$ cat config.mk
export PLATFORM = sky130hd
export DESIGN_NAME = fspg_guard
export DESIGN_NICKNAME = d
export VERILOG_FILES = /design/src/rtl/fspg_pkg.sv /design/src/rtl/fspg_guard.sv
export VERILOG_INCLUDE_DIRS = /design/src /design/src/rtl
export SDC_FILE = /design/constraint.sdc
export NUM_CORES = 1
export LEC_CHECK = 0
export BUFFER_PORTS_ARGS = -buffer_cell sky130_fd_sc_hd__buf_2
export CAP_MARGIN = 20
export CELL_PAD_IN_SITES_DETAIL_PLACEMENT = 1
export CELL_PAD_IN_SITES_GLOBAL_PLACEMENT = 1
export CORE_UTILIZATION = 34
export DETAILED_ROUTE_END_ITERATION = 6
export GPL_TIMING_DRIVEN = 0
export HOLD_SLACK_MARGIN = 0.12
export PLACE_DENSITY = 0.84
export SLEW_MARGIN = 25
export SYNTH_ARGS = -nofsm -noshare
export SYNTH_HDL_FRONTEND = slang
export SYNTH_SLANG_ARGS = --single-unit
$ cat constraint.sdc
create_clock -name clk_i -period 2.94 [get_ports clk_i]
set_input_delay 0.147 -clock clk_i [delete_from_list [all_inputs] [get_ports clk_i]]
set_output_delay 0.147 -clock clk_i [all_outputs]
set_load 0.01 [all_outputs]
$ cat src/rtl/fspg_cfg.svh
// constants for the flash self-program guard
`ifndef FSPG_CFG_SVH
`define FSPG_CFG_SVH
// ----------------------------------------------------------------------
// register byte offsets
// ----------------------------------------------------------------------
`define FSPG_OFF_CTRL 32'h0000_0000
`define FSPG_OFF_ADDR 32'h0000_0004
// ----------------------------------------------------------------------
// control/status field positions
// ----------------------------------------------------------------------
`define FSPG_BIT_ARM 0
`define FSPG_BIT_BUSY 1
`define FSPG_BIT_HALT 2
`define FSPG_BIT_REFUSED 3
// ----------------------------------------------------------------------
// reset values and geometry defaults
// ----------------------------------------------------------------------
`define FSPG_CTRL_RST 4'h0
`define FSPG_ADDR_W 15
`define FSPG_HALT_WORDS 4096
`define FSPG_BOOT_MIN_WORDS 512
`endif

$ cat src/rtl/fspg_pkg.sv
// types for the flash self-program guard
`default_nettype none
package fspg_pkg;
   // one-hot sequencer states
   typedef enum logic [2:0] {
      FSPG_IDLE = 3'b001,
      FSPG_LIVE = 3'b010,
      FSPG_HALT = 3'b100
   } fspg_state_t;
   // flash operation kinds
   typedef enum logic [1:0] {
      FSPG_OP_NONE = 2'h0,
      FSPG_OP_ERASE = 2'h1,
      FSPG_OP_WRITE = 2'h2
   } fspg_op_t;
endpackage
`default_nettype wire

$ cat src/rtl/fspg_guard.sv
// self-program guard: section checks, cpu stall and busy flag
//
// The address map and register access over AHB-Lite were decided locally.
`timescale 1ns/1ps
`default_nettype none
`include "fspg_cfg.svh"
module fspg_guard
   import fspg_pkg::*;
#(
   parameter int AW = `FSPG_ADDR_W,
   parameter int HALT_WORDS = `FSPG_HALT_WORDS,
   parameter int BOOT_MIN_WORDS = `FSPG_BOOT_MIN_WORDS
) (
   // clock and reset
   input wire logic clk_i,
   input wire logic nrst_i,
   // ahb-lite slave
   input wire logic hsel_i,
   input wire logic [31:0] haddr_i,
   input wire logic [1:0] htrans_i,
   input wire logic hwrite_i,
   input wire logic [2:0] hsize_i,
   input wire logic [31:0] hwdata_i,
   input wire logic hready_i,
   output logic hreadyout_o,
   output logic hresp_o,
   output logic [31:0] hrdata_o,
   // fuse and lock pins
   input wire logic [1:0] boot_size_fuses_i,
   input wire logic [1:0] lock_set0_i,
   input wire logic [1:0] lock_set1_i,
   // cpu side
   input wire logic store_req_i,
   input wire fspg_op_t store_op_i,
   input wire logic [AW-1:0] store_pc_i,
   input wire logic [AW-1:0] store_target_i,
   output logic cpu_halt_o,
   output logic live_read_blocked_o,
   // flash array side
   input wire logic flash_done_i,
   output logic flash_start_o,
   output fspg_op_t flash_op_o,
   output logic [AW-1:0] flash_addr_o
);
   // ----------------------------------------------------------------------
   // geometry checks
   // ----------------------------------------------------------------------
   localparam logic [AW:0] FLASH_WORDS = (AW+1)'(1) << AW;
   localparam logic [AW:0] HALT_START = FLASH_WORDS - (AW+1)'(HALT_WORDS);
   // largest boot size must fit inside the halting section
   if (AW < 13 || AW > 24) begin : g_bad_aw
      $error("fspg_guard: AW out of range");
   end
   if (BOOT_MIN_WORDS * 8 > HALT_WORDS) begin : g_bad_boot
      $error("fspg_guard: boot section exceeds halting section");
   end
   if (HALT_WORDS >= (1 << AW)) begin : g_bad_halt
      $error("fspg_guard: halting section too large");
   end

   // ----------------------------------------------------------------------
   // state
   // ----------------------------------------------------------------------
   typedef struct packed {
      logic [1:0] fuse_s1;
      logic [1:0] fuse_s2;
      logic [1:0] lk0_s1;
      logic [1:0] lk0_s2;
      logic [1:0] lk1_s1;
      logic [1:0] lk1_s2;
      fspg_state_t st;
      logic arm;
      logic busy;
      logic refused;
      logic start;
      fspg_op_t op;
      logic [AW-1:0] addr;
      logic dp_act;
      logic dp_wr;
      logic [2:0] dp_idx;
      logic [31:0] rdata;
   } fspg_regs_t;

   fspg_regs_t r;
   fspg_regs_t next_r;
   logic rst_s1;
   logic rst_n;

   // reset release through two flops
   always_ff @(posedge clk_i or negedge nrst_i) begin
      if (!nrst_i) begin
         rst_s1 <= 1'b0;
         rst_n <= 1'b0;
      end else begin
         rst_s1 <= 1'b1;
         rst_n <= rst_s1;
      end
   end

   // ----------------------------------------------------------------------
   // section decode
   // ----------------------------------------------------------------------
   logic [AW:0] boot_start;
   logic pc_in_boot;
   logic tgt_in_boot;
   logic tgt_in_halt;
   logic write_locked;
   logic accept;
   logic ctrl_wr;
   logic [3:0] ctrl_rd;

   always_comb begin
      // boot size from fuses only; 11 is smallest, 00 largest
      boot_start = FLASH_WORDS -
         ((AW+1)'(BOOT_MIN_WORDS) << (2'h3 - r.fuse_s2));
      pc_in_boot = {1'b0, store_pc_i} >= boot_start;
      tgt_in_boot = {1'b0, store_target_i} >= boot_start;
      tgt_in_halt = {1'b0, store_target_i} >= HALT_START;
      // programmed low bit of a lock set forbids writes to its section
      write_locked = tgt_in_boot ? !r.lk1_s2[0] : !r.lk0_s2[0];
      accept = store_req_i && r.arm && pc_in_boot && !write_locked &&
         (store_op_i != FSPG_OP_NONE) && (r.st == FSPG_IDLE);
   end

   // ----------------------------------------------------------------------
   // bus decode helpers
   // ----------------------------------------------------------------------
   assign ctrl_wr = r.dp_act && r.dp_wr && (r.dp_idx == 3'h0);
   assign ctrl_rd = {r.refused, (r.st == FSPG_HALT), r.busy, r.arm};

   // ----------------------------------------------------------------------
   // next state
   // ----------------------------------------------------------------------
   always_comb begin
      next_r = r;
      next_r.fuse_s1 = boot_size_fuses_i;
      next_r.fuse_s2 = r.fuse_s1;
      next_r.lk0_s1 = lock_set0_i;
      next_r.lk0_s2 = r.lk0_s1;
      next_r.lk1_s1 = lock_set1_i;
      next_r.lk1_s2 = r.lk1_s1;
      next_r.start = 1'b0;

      // register writes in the data phase
      if (ctrl_wr) begin
         next_r.arm = hwdata_i[`FSPG_BIT_ARM];
         // writing one clears the busy flag, only once the array is idle
         if (hwdata_i[`FSPG_BIT_BUSY] && r.st == FSPG_IDLE) begin
            next_r.busy = 1'b0;
         end
         if (hwdata_i[`FSPG_BIT_REFUSED]) begin
            next_r.refused = 1'b0;
         end
      end

      // sequencer
      unique case (r.st)
         FSPG_IDLE: begin
            if (accept) begin
               next_r.addr = store_target_i;
               next_r.op = store_op_i;
               next_r.start = 1'b1;
               next_r.arm = 1'b0;
               if (tgt_in_halt) begin
                  next_r.st = FSPG_HALT;
               end else begin
                  next_r.st = FSPG_LIVE;
                  next_r.busy = 1'b1;
               end
            end else if (store_req_i) begin
               next_r.refused = 1'b1;
            end
         end
         FSPG_LIVE: begin
            next_r.busy = 1'b1;
            if (flash_done_i) begin
               next_r.st = FSPG_IDLE;
            end
         end
         FSPG_HALT: begin
            if (flash_done_i) begin
               next_r.st = FSPG_IDLE;
            end
         end
         default: begin
            next_r.st = FSPG_IDLE;
         end
      endcase

      // address phase capture and registered read data
      next_r.dp_act = hsel_i && htrans_i[1] && hready_i;
      next_r.dp_wr = hwrite_i;
      // addresses above the register window must not alias onto them
      next_r.dp_idx = (haddr_i[31:5] == 27'h0) ? haddr_i[4:2] : 3'h7;
      if (hsel_i && htrans_i[1] && hready_i && !hwrite_i) begin
         if (haddr_i == `FSPG_OFF_CTRL) begin
            next_r.rdata = {28'h0, ctrl_rd};
         end else if (haddr_i == `FSPG_OFF_ADDR) begin
            next_r.rdata = 32'(r.addr);
         end else begin
            next_r.rdata = 32'h0;
         end
      end
   end

   // state register
   always_ff @(posedge clk_i or negedge rst_n) begin
      if (!rst_n) begin
         r <= '0;
         r.st <= FSPG_IDLE;
         r.op <= FSPG_OP_NONE;
         r.fuse_s1 <= 2'h3;
         r.fuse_s2 <= 2'h3;
         r.lk0_s1 <= 2'h3;
         r.lk0_s2 <= 2'h3;
         r.lk1_s1 <= 2'h3;
         r.lk1_s2 <= 2'h3;
      end else begin
         r <= next_r;
      end
   end

   // ----------------------------------------------------------------------
   // outputs
   // ----------------------------------------------------------------------
   assign hreadyout_o = 1'b1;
   assign hresp_o = 1'b0;
   assign hrdata_o = r.rdata;
   assign cpu_halt_o = (r.st == FSPG_HALT);
   assign live_read_blocked_o = r.busy;
   assign flash_start_o = r.start;
   assign flash_op_o = r.op;
   assign flash_addr_o = r.addr;

endmodule // fspg_guard
`default_nettype wire

==> flow_summary.yaml <==
status:
  status: "finished clean"
drt:
  first_pass_iters: 4
  dr_total_vias: 2200
  first_iter_violations: 50
  route.antenna.remaining_nets: 0
  viasPerCell: 4.48
  detail_route.wl_per_cell_um: 14.0
  drt-met1-wl_mm: 2.61
  route.met3.wl_um: 216
  wl_met2_mm: 3.96
  routed.top_layer: "met4"
  drc: 0
  wirelength_mm: 6.87
worst_hold_path:
  hold_class: "in -> reg"
setup_path:
  critical_path_buf_inv_count: 1
  crit_arrival_ns: 2.82
  critPathTopFamily: "compound AO/OA/AOI/OAI gates"
  slowest_stage: "dfstp_2"
  cp.required_ns: 3.13
  worstSetupStartpointType: "register"
  slowest_delay_ns: 0.55
  cp_cell_sequence: "nand2_1 > ha_1 > o211a_1 > a211oi_2 > o211a_1 > o21ai_2 > nor4b_4 > buf_6 > mux2_2"
  crit_type: "reg -> reg"
  worst_path_most_repeated_cell: "o211a_1"
  crit_path_max_fanout: 10
  crit_path_end_kind: "register"
floorplan:
  initial_core_util_pct: 34.8
  dieHeight_um: 90.8
  die-area_um2: 8240
  pin_count: 168
  die_w_um: 90.8
  core_um2: 7690
  row_count: 32
global_routing:
  grt_start_max_net_pins: 53
  antenna_found_initial: 0
  globalRouteOverflowTotal: 0
  track_usage_pct: 17.3
  grt_pass1_wl_mm: 11.3
  grt_pass1_vias: 2412
sta:
  clock.fmax_mhz: 380
  timing.final.crit_period_ns: 2.63
  setup_viol: 0
  finalClockSkew_ns: 0.00691
  fin_tns_setup_ns: 0
  timing.final.crit_share_pct: 89.4
  rsz0062_at_grt: "no"
  worst_pin_slew_ns: 0.860
  slew_viol_final: 0
  finalHoldViolations: 0
  slew_headroom_pct: 42.1
clock_network:
  cts.path.max_buffers: 2
  insertion_delay_ns: 0.30
  clockRootBuffer: "clkbuf_8"
  cts_num_sinks: 54
  cts_htree_levels: 2
  path_clk_slew_ns: 0.10
  post_cts_resized: 0
  post_cts_buffers: 0
  tritoncts: "built"
  cts_buffers: 5
cells_and_area:
  antenna_cells_inserted: 0
  drive_gt1_share_pct: 49.9
  syn2layout_area_growth_pct: 40.7
  register_area_um2: 1370
  multiInputGateArea_um2: 966
  layout.nets: 512
  fillers: 889
synthesis:
  synth_flop_cell: "dfrtp_1"
  synth_top_area_cell: "dfrtp_1"
  synth-xor-area-share_pct: 0.327
  synthTopCellsByCount: "buf_4 (51), dfrtp_1 (45), mux2_2 (16)"
  yosys_warnings: 0
  synth_top_family_by_area: "buffers and inverters"
  synth_fa_ha_area_share_pct: 4.67
  synth_edf_count: 0
  synth_most_common_cell: "buf_4"
  synthArstFlopShare_pct: 100
  synth_seq_area_share_pct: 50.9
  synth.top_cells.by_area: "dfrtp_1 (42%), buf_4 (14%), dfstp_2 (8.8%)"
  synthSimpleGateAreaFrac_pct: 10.1
  synth_area_um2: 2680
  synth_compound_area_share_pct: 10.0
  syn_inst: 228
  yosys_register_bits: 54
  synthDistinctLibCells: 40
  synthDominantCellAreaShare_pct: 42.0
  avgSynthCellArea_um2: 11.7
  synth_mux_area_share_pct: 7.52
power:
  p_leak_nw: 2.09
  irDropWorstVdd_uv: 204
  cellPowerDensity_nw_per_um2: 351
  finalPower_w: 0.00132
place:
  place.gp.congestion: 0.775
  io_buffer_count: 104
  dp_hpwl_mm: 5.13
job:
  maxCapViolCount: 0
==> through the flow <==
| step | util [%] | instance area [µm²] | setup slack, ns | std cells | hold WS [ns] |
|---|---|---|---|---|---|
| floorplan | - | 2760 | 0.521 | 250 | -0.149 |
| global placement | 44.4 | 3410 | 0.349 | 456 | -0.0665 |
| detailed placement | 44.4 | 3410 | 0.300 | 456 | -0.0584 |
| CTS | 49.0 | 3770 | 0.295 | 491 | 0.121 |
| global route | 49.0 | 3770 | 0.174 | 491 | 0.120 |
| finish | 49.0 | 3770 | 0.310 | 491 | 0.132 |
==> report_power, final <==
part           total (W)  internal [W]  leakage (nW)  switching [W]
Combinational   0.000147     0.0000880          1.35      0.0000593
Clock           0.000404      0.000169        0.0452       0.000236
Sequential      0.000772      0.000755         0.694      0.0000164
Total            0.00132       0.00101          2.09       0.000311
==> flip-flops by register name (all words and copies together), names as in the netlist <==
name / count
live_read_blocked_o: 1
flash_addr_o: 15
hrdata_o: 15
next_r: 4
flash_start_o: 1
flash_op_o: 2
ctrl_rd: 2
r: 12
rst_n: 1
rst_s1: 1
==> layout make-up <==
type                            count  share of cell area (%)
Sequential cell                    54                    36.2
Multi-Input combinational cell    136                    25.6
Timing Repair Buffer              131                    21.0
Buffer                             58                    11.3
Tap cell                          102                    3.39
Clock buffer                        6                    1.92
Clock inverter                      2                   0.365
Inverter                            2                   0.199
==> worst reg2reg max path: cells and delay by family, from the launching register on <==
kind                     cells  cell delay [ns]
adder cells (fa/ha/maj)      1             0.27
buffers and inverters        1             0.21
AND/OR/NAND/NOR              2             0.37
flip-flops                   1             0.55
multiplexers                 1             0.36
AO/OA/AOI/OAI                4             0.76
==> metal layers <==
metal	global-route usage, %	vias to the layer above
met1	18.6	1089
met4	5.78	0
met2	34.0	54
met5	0	-
met3	2.61	8
li1	-	1049
==> kinds of logic after synthesis <==
logic type | after synthesis
muxes | 18
xor gates and xnor gates | 1
AOI/OAI and AO/OA | 34
other | 2
buffers and inverters | 60
adders and majority gates | 10
DFF | 54
and+or+nand+nor | 49
==> repair_timing <==
action / 4_1_cts / 5_1_grt
hold endpoints to repair: 28 / 0
setup endpoints to repair: 0 / 0
hold buffers: 27 / 0
==> worst paths after layout <==
check | from | to | slack, ns | cells after the start
max in group asynchronous | rst_n | hrdata_o[4] | 2.12 | 0
hold / removal | hwdata_i[1] | live_read_blocked_o | 0.13 | 3
hold reg to reg | next_r[69] | r[69] | 0.36 | 0
setup reg to reg | r[70] | flash_addr_o[0] | 0.31 | 9
setup / recovery | r[70] | flash_addr_o[0] | 0.31 | 9
min in group asynchronous | nrst_i | rst_s1 | 0.15 | 2
==> cells in the final DEF, fill, tap and decap left out, types with 2 or more instances in the layout <==
| master | synthesis | final |
|---|---|---|
| buf_2 | 1 | 105 |
| buf_4 | 51 | 51 |
| dfrtp_1 | 45 | 44 |
| dlygate4sd3_1 | 0 | 27 |
| conb_1 | 2 | 24 |
| mux2_2 | 16 | 16 |
| nand2_1 | 14 | 14 |
| a22o_1 | 11 | 11 |
| ha_1 | 10 | 10 |
| dfstp_2 | 9 | 9 |
| nor2_1 | 8 | 8 |
| nor4_1 | 7 | 7 |
| clkbuf_1 | 4 | 5 |
| clkbuf_8 | 0 | 5 |
| a21oi_1 | 4 | 4 |
| a22oi_1 | 4 | 4 |
| nand3_1 | 3 | 3 |
| a21o_1 | 3 | 3 |
| and3_1 | 3 | 3 |
| or3_1 | 3 | 3 |
| inv_1 | 2 | 2 |
| o211a_1 | 2 | 2 |
| nand4_1 | 2 | 2 |
| o22ai_1 | 2 | 2 |
| o211ai_1 | 2 | 2 |
| buf_6 | 2 | 2 |
| nor3b_1 | 2 | 2 |
| nor3_1 | 2 | 2 |
Note: power is estimated with default switching activity, not from simulation.
